### src/rtl/pei_pkg.sv
// pei_pkg: shared constants and types of the pwm event interrupt block
// assumes a 32-bit register bus with byte addresses
package pei_pkg;

   // -----------------------------------------------------------------
   // widths
   // -----------------------------------------------------------------
   localparam int unsigned PEI_NSRC  = 30;  // event sources
   localparam int unsigned PEI_NUNIT = 3;   // channels per group
   localparam int unsigned PEI_AW    = 12;  // byte address width
   localparam int unsigned PEI_DW    = 32;  // data width

   typedef logic [PEI_NSRC-1:0] pei_flags_t;
   typedef logic [PEI_AW-1:0]   pei_addr_t;
   typedef logic [PEI_DW-1:0]   pei_data_t;

   // -----------------------------------------------------------------
   // register offsets
   // -----------------------------------------------------------------
   localparam pei_addr_t PEI_OFF_ENA = 12'h110; // event_enable_word
   localparam pei_addr_t PEI_OFF_RAW = 12'h114; // raw_event_flags
   localparam pei_addr_t PEI_OFF_ST  = 12'h118; // masked_event_flags
   localparam pei_addr_t PEI_OFF_CLR = 12'h11c; // event_flag_clear

   // -----------------------------------------------------------------
   // field positions (lsb of each three-bit group)
   // -----------------------------------------------------------------
   localparam int unsigned PEI_POS_CAPTURE   = 27;
   localparam int unsigned PEI_POS_ONE_SHOT  = 24;
   localparam int unsigned PEI_POS_CYCLE     = 21;
   localparam int unsigned PEI_POS_CMP_B     = 18;
   localparam int unsigned PEI_POS_CMP_A     = 15;
   localparam int unsigned PEI_POS_FAULT_END = 12;
   localparam int unsigned PEI_POS_FAULT_BEG = 9;
   localparam int unsigned PEI_POS_PEAK      = 6;
   localparam int unsigned PEI_POS_ZERO      = 3;
   localparam int unsigned PEI_POS_HALT      = 0;

   // -----------------------------------------------------------------
   // reset values
   // -----------------------------------------------------------------
   localparam pei_flags_t PEI_RST_RAW = 30'h0;
   localparam pei_flags_t PEI_RST_ENA = 30'h0;
   localparam pei_data_t  PEI_RST_RDATA = 32'h0;

   // bus handshake states
   typedef enum logic {
      PEI_BUS_IDLE = 1'b0,
      PEI_BUS_ACK  = 1'b1
   } pei_bus_e;

endpackage : pei_pkg

### src/rtl/pei_reg_if.sv
// pei_reg_if: register access strobes between bus slave and register bank
// assumes both ends on the same clock
`timescale 1ns/1ps
`default_nettype none
interface pei_reg_if;
   import pei_pkg::*;
   logic      rd;     // read accepted, one cycle
   logic      wr;     // write accepted, one cycle
   pei_addr_t addr;
   pei_data_t wdata;
   logic [3:0] be;
   pei_data_t rdata;  // combinational read value
   modport bus  (output rd, wr, addr, wdata, be, input rdata);
   modport regs (input rd, wr, addr, wdata, be, output rdata);
endinterface : pei_reg_if
`default_nettype wire

### src/rtl/pei_avs_slave.sv
// pei_avs_slave: avalon-mm slave front end with one wait cycle
// assumes the master holds its request until waitrequest is seen low
`timescale 1ns/1ps
`default_nettype none
module pei_avs_slave
   import pei_pkg::*;
(
   input  wire logic      i_sys_clk,
   input  wire logic      i_srst,
   input  wire logic      i_clk_en,
   input  wire pei_addr_t i_avs_address,
   input  wire logic      i_avs_read,
   input  wire logic      i_avs_write,
   input  wire pei_data_t i_avs_writedata,
   input  wire logic [3:0] i_avs_byteenable,
   output pei_data_t      o_avs_readdata,
   output logic           o_avs_waitrequest,
   pei_reg_if.bus         reg_port
);

   pei_bus_e state;
   logic     req;

   assign req = i_avs_read | i_avs_write;

   // accept strobes fire at the edge where waitrequest is low
   assign reg_port.rd    = (state == PEI_BUS_ACK) & i_avs_read;
   assign reg_port.wr    = (state == PEI_BUS_ACK) & i_avs_write;
   assign reg_port.addr  = i_avs_address;
   assign reg_port.wdata = i_avs_writedata;
   assign reg_port.be    = i_avs_byteenable;

   // handshake: sample request, drop waitrequest one cycle, re-arm
   always_ff @(posedge i_sys_clk)
   begin
      if (i_srst)
      begin
         state             <= PEI_BUS_IDLE;
         o_avs_waitrequest <= 1'b1;
         o_avs_readdata    <= PEI_RST_RDATA;
      end
      else if (i_clk_en)
      begin
         case (state)
            PEI_BUS_IDLE:
            begin
               if (req)
               begin
                  state             <= PEI_BUS_ACK;
                  o_avs_waitrequest <= 1'b0;
                  o_avs_readdata    <= reg_port.rdata;
               end
            end
            PEI_BUS_ACK:
            begin
               state             <= PEI_BUS_IDLE;
               o_avs_waitrequest <= 1'b1;
            end
            default:
            begin
               state             <= PEI_BUS_IDLE;
               o_avs_waitrequest <= 1'b1;
            end
         endcase
      end
   end

endmodule : pei_avs_slave
`default_nettype wire

### src/rtl/pei_event_irq.sv
// pei_event_irq: interrupt status of a three-timer pwm unit
// assumes event inputs are one-cycle pulses from logic on i_sys_clk
`timescale 1ns/1ps
`default_nettype none
module pei_event_irq
   import pei_pkg::*;
(
   input  wire logic       i_sys_clk,
   input  wire logic       i_srst,
   input  wire logic       i_clk_en,
   // event pulses, one bit per unit
   input  wire logic [2:0] i_capture,
   input  wire logic [2:0] i_one_shot_trip,
   input  wire logic [2:0] i_cycle_trip,
   input  wire logic [2:0] i_operator_compare_a_event,
   input  wire logic [2:0] i_operator_compare_b_event,
   input  wire logic [2:0] i_fault_start,
   input  wire logic [2:0] i_fault_end,
   input  wire logic [2:0] i_timer_zero_event,
   input  wire logic [2:0] i_timer_peak_event,
   input  wire logic [2:0] i_timer_halt,
   // avalon-mm slave
   input  wire pei_addr_t  i_avs_address,
   input  wire logic       i_avs_read,
   input  wire logic       i_avs_write,
   input  wire pei_data_t  i_avs_writedata,
   input  wire logic [3:0] i_avs_byteenable,
   output pei_data_t       o_avs_readdata,
   output logic            o_avs_waitrequest,
   // interrupt request
   output logic            o_irq
);

   // -----------------------------------------------------------------
   // internal signals
   // -----------------------------------------------------------------
   pei_reg_if  rif ();
   pei_flags_t evt_vec;     // all event pulses in register layout
   pei_flags_t raw;         // raw_event_flags
   pei_flags_t ena;         // event_enable_word
   pei_flags_t masked;      // masked_event_flags
   pei_flags_t clr_vec;     // clear requests this cycle
   pei_flags_t w1c_vec;     // clear from a write of ones
   pei_flags_t roc_vec;     // clear from a read of the masked word
   pei_data_t  be_mask;     // byte enables spread to bits
   logic       hit_ena;
   logic       hit_raw;
   logic       hit_st;
   logic       hit_clr;

   // -----------------------------------------------------------------
   // event gathering
   // -----------------------------------------------------------------

   // place each group at its field; bit 29 down to bit 0
   always_comb
   begin
      evt_vec = '0;
      evt_vec[PEI_POS_CAPTURE   +: 3] = i_capture;
      evt_vec[PEI_POS_ONE_SHOT  +: 3] = i_one_shot_trip;
      evt_vec[PEI_POS_CYCLE     +: 3] = i_cycle_trip;
      evt_vec[PEI_POS_CMP_B     +: 3] = i_operator_compare_b_event;
      evt_vec[PEI_POS_CMP_A     +: 3] = i_operator_compare_a_event;
      evt_vec[PEI_POS_FAULT_END +: 3] = i_fault_end;
      evt_vec[PEI_POS_FAULT_BEG +: 3] = i_fault_start;
      evt_vec[PEI_POS_PEAK      +: 3] = i_timer_peak_event;
      evt_vec[PEI_POS_ZERO      +: 3] = i_timer_zero_event;
      evt_vec[PEI_POS_HALT      +: 3] = i_timer_halt;
   end

   // -----------------------------------------------------------------
   // bus front end
   // -----------------------------------------------------------------

   // handshake and read data register
   pei_avs_slave u_slave (
      .i_sys_clk         (i_sys_clk),
      .i_srst            (i_srst),
      .i_clk_en          (i_clk_en),
      .i_avs_address     (i_avs_address),
      .i_avs_read        (i_avs_read),
      .i_avs_write       (i_avs_write),
      .i_avs_writedata   (i_avs_writedata),
      .i_avs_byteenable  (i_avs_byteenable),
      .o_avs_readdata    (o_avs_readdata),
      .o_avs_waitrequest (o_avs_waitrequest),
      .reg_port          (rif.bus)
   );

   // address decode on the full byte address
   assign hit_ena = (rif.addr == PEI_OFF_ENA);
   assign hit_raw = (rif.addr == PEI_OFF_RAW);
   assign hit_st  = (rif.addr == PEI_OFF_ST);
   assign hit_clr = (rif.addr == PEI_OFF_CLR);

   // byte enables spread to a bit mask
   assign be_mask = {{8{rif.be[3]}}, {8{rif.be[2]}},
                     {8{rif.be[1]}}, {8{rif.be[0]}}};

   // read mux; clear word reads as zero, unmapped reads as zero
   always_comb
   begin
      rif.rdata = '0;
      if (hit_ena)
         rif.rdata = {2'b00, ena};
      else if (hit_raw)
         rif.rdata = {2'b00, raw};
      else if (hit_st)
         rif.rdata = {2'b00, masked};
   end

   // -----------------------------------------------------------------
   // enable word
   // -----------------------------------------------------------------

   // per-source enable, byte lanes honoured
   always_ff @(posedge i_sys_clk)
   begin
      if (i_srst)
         ena <= PEI_RST_ENA;
      else if (i_clk_en && rif.wr && hit_ena)
         ena <= (ena & ~be_mask[PEI_NSRC-1:0])
              | (rif.wdata[PEI_NSRC-1:0] & be_mask[PEI_NSRC-1:0]);
   end

   // -----------------------------------------------------------------
   // raw flags and clearing
   // -----------------------------------------------------------------

   // ones written to the clear word, only in enabled lanes
   assign w1c_vec = (rif.wr && hit_clr) ?
                    (rif.wdata[PEI_NSRC-1:0] & be_mask[PEI_NSRC-1:0])
                    : '0;

   // a read of the masked word clears what it returned
   assign roc_vec = (rif.rd && hit_st) ?
                    o_avs_readdata[PEI_NSRC-1:0] : '0;

   assign clr_vec = w1c_vec | roc_vec;

   // sticky raw flags; an event in the clear cycle survives
   pei_flag_bank #(
      .W (PEI_NSRC)
   ) u_raw (
      .i_sys_clk (i_sys_clk),
      .i_srst    (i_srst),
      .i_clk_en  (i_clk_en),
      .i_set     (evt_vec),
      .i_clr     (clr_vec),
      .o_flags   (raw)
   );

   // masked view shares the raw layout
   assign masked = raw & ena;

   // -----------------------------------------------------------------
   // interrupt output
   // -----------------------------------------------------------------

   // level request from a flop, one cycle behind the flags
   always_ff @(posedge i_sys_clk)
   begin
      if (i_srst)
         o_irq <= 1'b0;
      else if (i_clk_en)
         o_irq <= |masked;
   end
endmodule : pei_event_irq
`default_nettype wire

### src/rtl/pei_flag_bank.sv
// pei_flag_bank: sticky flags, set has priority over clear
// assumes set and clear come from logic on the same clock
`timescale 1ns/1ps
`default_nettype none
module pei_flag_bank
   import pei_pkg::*;
#(
   parameter int unsigned W = PEI_NSRC
)(
   input  wire logic         i_sys_clk,
   input  wire logic         i_srst,
   input  wire logic         i_clk_en,
   input  wire logic [W-1:0] i_set,
   input  wire logic [W-1:0] i_clr,
   output logic      [W-1:0] o_flags
);

   // set wins so an event in the clearing cycle is kept
   always_ff @(posedge i_sys_clk)
   begin
      if (i_srst)
         o_flags <= '0;
      else if (i_clk_en)
         o_flags <= (o_flags & ~i_clr) | i_set;
   end

endmodule : pei_flag_bank
`default_nettype wire

### config.mk
export PLATFORM = sky130hd
export DESIGN_NAME = pei_event_irq
export DESIGN_NICKNAME = d
export VERILOG_FILES = /design/src/rtl/pei_pkg.sv /design/src/rtl/pei_reg_if.sv /design/src/rtl/pei_avs_slave.sv /design/src/rtl/pei_event_irq.sv /design/src/rtl/pei_flag_bank.sv
export SDC_FILE = /design/constraint.sdc
export NUM_CORES = 1
export LEC_CHECK = 0
export ABC_AREA = 1
export BUFFER_PORTS_ARGS = -buffer_cell sky130_fd_sc_hd__clkbuf_2
export CAP_MARGIN = 15
export CORE_ASPECT_RATIO = 1.1
export CORE_MARGIN = 1.5
export CORE_UTILIZATION = 60
export DETAILED_ROUTE_END_ITERATION = 12
export HOLD_SLACK_MARGIN = 0.1
export PLACE_DENSITY = 0.88
export SYNTH_ARGS = -nofsm -noshare
export SYNTH_HDL_FRONTEND = slang
export SYNTH_HIERARCHICAL = 1
export SYNTH_SLANG_ARGS = --single-unit
### constraint.sdc
create_clock -name i_sys_clk -period 3.55 [get_ports i_sys_clk]
set_input_delay 0.5325 -clock i_sys_clk [delete_from_list [all_inputs] [get_ports i_sys_clk]]
set_output_delay 0.5325 -clock i_sys_clk [all_outputs]
set_load 0.01 [all_outputs]
======== Yosys cells after proc, flatten, opt, wreduce, memory -nomap -nowiden ========
Cells that the tools add are included.
storage, ports and cells
  register bits after elaboration ......... 95
  logic and storage cells ................. 40
  output and inout bits ................... 34
cells by class
  reductions and logical operators ........ 7
  mux-type cells .......................... 9
  bitwise logic cells ..................... 13
  equality and inequality tests ........... 5
operators by type and width
  operator               number
  $mux W30               5
  $and A30 B30 Y30       4
  $or A30 B30 Y30        3
  $not A30 Y30           2
  $eq A12 B9 Y1 const B  4
  $reduce_or A30 Y1      1
  $logic_and A1 B1 Y1    4
  $pmux W1 S2            2
  $reduce_and A3 Y1      1
  $and A1 B1 Y1          2
  $mux W1                2
  $ne A2 B1 Y1 const B   1
  $reduce_and A2 Y1      1
  $not A1 Y1             1
  $or A1 B1 Y1           1

======== Logic depth before layout (Yosys ltp) ========
  word-level depth ........................ 7
  depth in mapped cells ................... 15

======== Cells and area by module ========
The synthesis kept the hierarchy.
modules (own cells, without submodules)
  module         times used  cells each  area each (µm²)
  pei_event_irq  1           471         2676.3
  pei_avs_slave  1           275         1879.3
  pei_flag_bank  1           160         1306.3

======== Worst setup path before layout ========
Ideal clock, no wire load.
  path type ............................... input to register
  from .................................... in i_avs_address[11]
  to ...................................... reg u_slave.o_avs_readdata[11]
  path buffers ............................ 3
  required time ........................... 3486 ps
  library setup time ...................... 64 ps
  stages on the path ...................... 14
  slack ................................... 1710 ps
  arrival time ............................ 1776 ps
  cells stage by stage .................... buf_4 > nor2_1 > nand2_1 > nor2_4 > buf_6 > nand2_2 > nand2_4 > buf_12 > nand2_2 > a21boi_1 > inv_1 > nand3_1 > nand2_1 > nor2_1
between the ends
  word-level cells in the longest chain between the ends .. 4
  elaborated cells on any way between the ends .. 6
RTL lines
  what                     RTL line              text
  start, declared          pei_event_irq.sv:23   input wire pei_addr_t i_avs_address,
  $eq A12 B9 Y1            pei_event_irq.sv:93   assign hit_st = (rif.addr == PEI_OFF_ST);
  $mux W30                 pei_event_irq.sv:108  else if (hit_st)
  $mux W30                 pei_event_irq.sv:106  else if (hit_raw)
  $mux W30 *               pei_event_irq.sv:104  if (hit_ena)
  named net rif.rdata[11]  pei_reg_if.sv:12      pei_data_t rdata;
  end signal, assigned     pei_avs_slave.sv:51   o_avs_readdata <= reg_port.rdata;
  end, declared            pei_avs_slave.sv:16   output pei_data_t o_avs_readdata,
The timed path passes the listed nets; every way through them passes the cells marked *.
A chain may end at the register's enable or synchronous reset.

======== Final worst setup path ========
  from .................................... reg u_slave.state
  to ...................................... reg u_raw.o_flags[3]
between the ends
  word-level cells in the longest chain between the ends .. 7
  elaborated cells on any way between the ends .. 10
RTL lines
  what                    RTL line              text
  start, declared         pei_avs_slave.sv:21   pei_bus_e state;
  start signal, assigned  pei_avs_slave.sv:38   state <= PEI_BUS_IDLE;
  start signal, assigned  pei_avs_slave.sv:49   state <= PEI_BUS_ACK;
  start signal, assigned  pei_avs_slave.sv:56   state <= PEI_BUS_IDLE;
  $and A1 B1 Y1           pei_avs_slave.sv:28   assign reg_port.wr = (state == PEI_BUS_ACK) & i_avs_write;
  named net rif.wr        pei_reg_if.sv:8       logic wr;
  $logic_and A1 B1 Y1     pei_event_irq.sv:131  assign w1c_vec = (rif.wr && hit_clr) ?
  $mux W30                pei_event_irq.sv:131
  $or A30 B30 Y30         pei_event_irq.sv:139  assign clr_vec = w1c_vec | roc_vec;
  named net clr_vec[3]    pei_event_irq.sv:42   pei_flags_t clr_vec;
  $not A30 Y30            pei_flag_bank.sv:24   o_flags <= (o_flags & ~i_clr) | i_set;
  $and A30 B30 Y30        pei_flag_bank.sv:24
  $or A30 B30 Y30         pei_flag_bank.sv:24
  end signal, assigned    pei_flag_bank.sv:24
  end, declared           pei_flag_bank.sv:15   output logic [W-1:0] o_flags
The timed path passes the listed nets, and every way through them passes these cells.

==> metrics.txt <==
# TYPE chip_impl_metric gauge
chip_impl_metric{name="die_x",unit="um"} 97.12
chip_impl_info{name="global_route.peak_usage_layer",value="met2"} 1
chip_impl_metric{name="cap_viol_max_count",unit=""} 0
chip_impl_metric{name="wire_per_inst",unit="um"} 13.27
chip_impl_metric{name="postPlaceCellArea",unit="sq mm"} 0.005944
chip_impl_metric{name="fmax",unit="MHz"} 487.8
chip_impl_metric{name="worst_hold_slack",unit="ns"} 0.4015
chip_impl_metric{name="finalHoldViolations",unit=""} 0
chip_impl_metric{name="setup_total_negative_slack",unit="ns"} 0
chip_impl_metric{name="postSynthCellCount",unit=""} 904
chip_impl_metric{name="placementRows",unit=""} 37
chip_impl_metric{name="totalWireLength",unit="um"} 14230
chip_impl_metric{name="postCtsSetupRepairBufs",unit=""} 0
chip_impl_metric{name="core-area",unit="sq mm"} 0.009398
chip_impl_metric{name="worst_clock_skew",unit="ns"} 0.01131
chip_impl_metric{name="relSlewSlack",unit="%"} 17.88
chip_impl_metric{name="clock_transition_at_the_registers_of_the_reported_paths",unit="ns"} 0.10
chip_impl_metric{name="critical_path_cell_count",unit=""} 9
chip_impl_metric{name="avgSynthCellArea",unit="sq um"} 6.468
chip_impl_metric{name="period_needed",unit="ns"} 2.050
chip_impl_metric{name="drcViolationCount",unit=""} 0
chip_impl_metric{name="critPathArrivalTime",unit="ns"} 2.30
chip_impl_info{name="r2r_startpoint",value="u_slave/state"} 1
chip_impl_metric{name="clock_insertion_delay_worst_skew",unit="ns"} 0.36
chip_impl_info{name="tritoncts",value="done"} 1
chip_impl_metric{name="track_usage",unit="%"} 28.07
chip_impl_metric{name="grt_use_met1",unit="%"} 34.97
chip_impl_metric{name="cts_hold_buf",unit=""} 0
chip_impl_metric{name="syn_area",unit="sq mm"} 0.005847
chip_impl_metric{name="first_global_vias",unit=""} 5015
chip_impl_metric{name="critical_path.n_buffers_inverters",unit=""} 1
chip_impl_metric{name="p_per_area",unit="mW/mm^2"} 366.7
chip_impl_metric{name="drt_pre_antenna_iters",unit=""} 5
chip_impl_metric{name="final_net_count",unit=""} 1034
chip_impl_metric{name="initial_core_utilization",unit="%"} 62.22
chip_impl_info{name="first_element_of_the_critical_path",value="u_slave/state"} 1
chip_impl_metric{name="num-fill-cells",unit=""} 847
chip_impl_metric{name="place_worst_setup_slack",unit="ns"} 1.182
chip_impl_info{name="endpoint",value="u_raw/o_flags[3]"} 1
chip_impl_info{name="status",value="complete, no violations"} 1
chip_impl_metric{name="post_route_cells_drive_above_1_share",unit="%"} 20.52
chip_impl_metric{name="timing.reg2reg.worst_path_depth",unit=""} 9
chip_impl_metric{name="dr.first_iter.drc_count",unit=""} 363
chip_impl_metric{name="detailroute.via_count",unit=""} 5455
chip_impl_metric{name="wire_length_of_the_first_global_routing_pass",unit="um"} 23540
chip_impl_metric{name="area_taken_by_multi_input_logic_gates",unit="sq mm"} 0.002736
chip_impl_metric{name="maxSlewViolCount",unit=""} 0
chip_impl_metric{name="critPathMaxStageDelay",unit="ns"} 0.49
chip_impl_info{name="r2r_end",value="u_raw/o_flags[3]"} 1
chip_impl_info{name="cell_repeated_most_along_the_worst_path",value="sky130_fd_sc_hd__nand2_1"} 1
chip_impl_metric{name="timing.final.setup_violations",unit=""} 0
chip_impl_metric{name="max_slew.worst_pin.slew",unit="ns"} 1.230
chip_impl_metric{name="viasPerCell",unit=""} 5.089
chip_impl_metric{name="globalplace.congestion",unit=""} 0.8616
chip_impl_info{name="timing_worst_setup_path_type",value="flop to flop"} 1
chip_impl_metric{name="cts.path.max_buffers",unit=""} 2
chip_impl_metric{name="grt.overflow.total",unit=""} 0
chip_impl_metric{name="design.portCount",unit=""} 117
chip_impl_info{name="slowest_stage_cell_cp",value="sky130_fd_sc_hd__dfxtp_1"} 1
chip_impl_info{name="clock-root-buffer",value="sky130_fd_sc_hd__clkbuf_8"} 1
chip_impl_info{name="crit_chain",value="nand2_1 -> inv_1 -> nand3_1 -> nor2_1 -> nand3_1 -> o22ai_1 -> nand2_1 -> nand2_1 -> a21oi_2"} 1
chip_impl_metric{name="maximum_number_of_pins_on_one_net_before_global_route_repair",unit=""} 62
chip_impl_metric{name="critical_path_required",unit="ns"} 3.80
chip_impl_metric{name="die_height",unit="um"} 106.5
chip_impl_metric{name="grtUsageMet3",unit="%"} 3.879
chip_impl_info{name="grt_setup_unrepaired",value="no"} 1
chip_impl_metric{name="design_area",unit="sq mm"} 0.006163
chip_impl_metric{name="dp_hpwl",unit="um"} 9603
chip_impl_metric{name="cp_max_fo",unit=""} 8
chip_impl_info{name="timing.critical_path.max_delay_family",value="simple AND/OR/NAND/NOR gates"} 1
chip_impl_metric{name="cts_resized",unit=""} 0
chip_impl_metric{name="die-area",unit="sq mm"} 0.01035
chip_impl_metric{name="finalCoreUtilization",unit="%"} 65.58
chip_impl_metric{name="power.ir.vdd_worst",unit="uV"} 187.9
chip_impl_metric{name="ys_warn_count",unit=""} 6
chip_impl_metric{name="grtUsageMet2",unit="%"} 48.75
chip_impl_metric{name="postRouteAntennaNets",unit=""} 0
chip_impl_metric{name="port_buffers",unit=""} 114
chip_impl_metric{name="power.static_leakage",unit="nW"} 3.127
chip_impl_metric{name="cts.htree.levels",unit=""} 3
chip_impl_info{name="hold_class",value="input port to flop"} 1
chip_impl_metric{name="setup_ws",unit="ns"} 1.500
chip_impl_metric{name="seq_area",unit="sq mm"} 0.001902
chip_impl_metric{name="final.period_utilization",unit="%"} 57.75
chip_impl_metric{name="numCtsBuffers",unit=""} 9
chip_impl_metric{name="number_of_antenna_violations_at_the_first_check_in_global_routing",unit=""} 0
chip_impl_metric{name="antenna_cells",unit=""} 0
chip_impl_metric{name="r2r_slack",unit="ns"} 1.50
chip_impl_metric{name="synthToLayoutAreaGrowth",unit="%"} 5.414
chip_impl_info{name="start_kind",value="flop"} 1
chip_impl_metric{name="clkSinkCount",unit=""} 95
chip_impl_info{name="end_kind",value="flop"} 1
[cell usage in the layout (no fill, tap or decap), types with 4 or more instances in the layout]
| cell | instances |
|---|---|
| sky130_fd_sc_hd__dfxtp_1 | 95 |
| sky130_fd_sc_hd__inv_1 | 137 |
| sky130_fd_sc_hd__clkbuf_2 | 114 |
| sky130_fd_sc_hd__nand3_1 | 39 |
| sky130_fd_sc_hd__a21boi_1 | 30 |
| sky130_fd_sc_hd__buf_4 | 9 |
| sky130_fd_sc_hd__nand2_2 | 16 |
| sky130_fd_sc_hd__nor2_1 | 134 |
| sky130_fd_sc_hd__nand2_1 | 281 |
| sky130_fd_sc_hd__clkbuf_8 | 10 |
| sky130_fd_sc_hd__a21oi_2 | 30 |
| sky130_fd_sc_hd__o22ai_1 | 30 |
| sky130_fd_sc_hd__nor2_4 | 4 |
[worst min-delay path by stage]
stage | from | end | slack, ns | depth (start not counted)
global route | i_cycle_trip[0] | u_raw/o_flags[21] | 0.40 | 3
CTS | i_timer_zero_event[2] | u_raw/o_flags[5] | 0.40 | 3
floorplan | u_raw/o_flags[0] | u_raw/o_flags[0] | 0.46 | 2
finish | i_timer_zero_event[2] | u_raw/o_flags[5] | 0.40 | 3
detailed placement | u_raw/o_flags[7] | u_raw/o_flags[7] | 0.48 | 2
global placement | u_raw/o_flags[25] | u_raw/o_flags[25] | 0.47 | 2
[layout make-up]
cell class	count	share of cell area, %
clock buffers	10	2.233
clock inverters	5	1.320
inverters	139	8.465
multi-input cells	583	44.40
flip-flops and latches	95	30.86
well taps	117	2.375
repair buffers	123	10.35
[through the flow]
step / std cells / total power [mW]
global route: 1072 / 2.351
finish: 1072 / 2.260
floorplan: 905 / 1.414
CTS: 1072 / 2.263
detailed placement: 1057 / 1.481
global placement: 1057 / 1.474
[worst min-delay path, delay by kind of cell]
| kind | cells | cell delay, ns |
|---|---|---|
| simple gates | 1 | 0.07 |
| compound gates | 1 | 0.05 |
| buf+inv | 1 | 0.08 |
[power by group]
group          internal, mW  switching (mW)  total [mW]
sequential             1.12          0.0445        1.16
combinational         0.115           0.184       0.298
clock                 0.414           0.386       0.800
total                  1.65           0.614        2.26
[metal layers]
| metal | wire length [um] | up-vias |
|---|---|---|
| li1 | - | 2776 |
| met4 | 349 | 0 |
| met1 | 6060 | 2443 |
| met5 | 0 | - |
| met2 | 6792 | 206 |
| met3 | 1023 | 30 |
(Power assumes the default switching activity.)
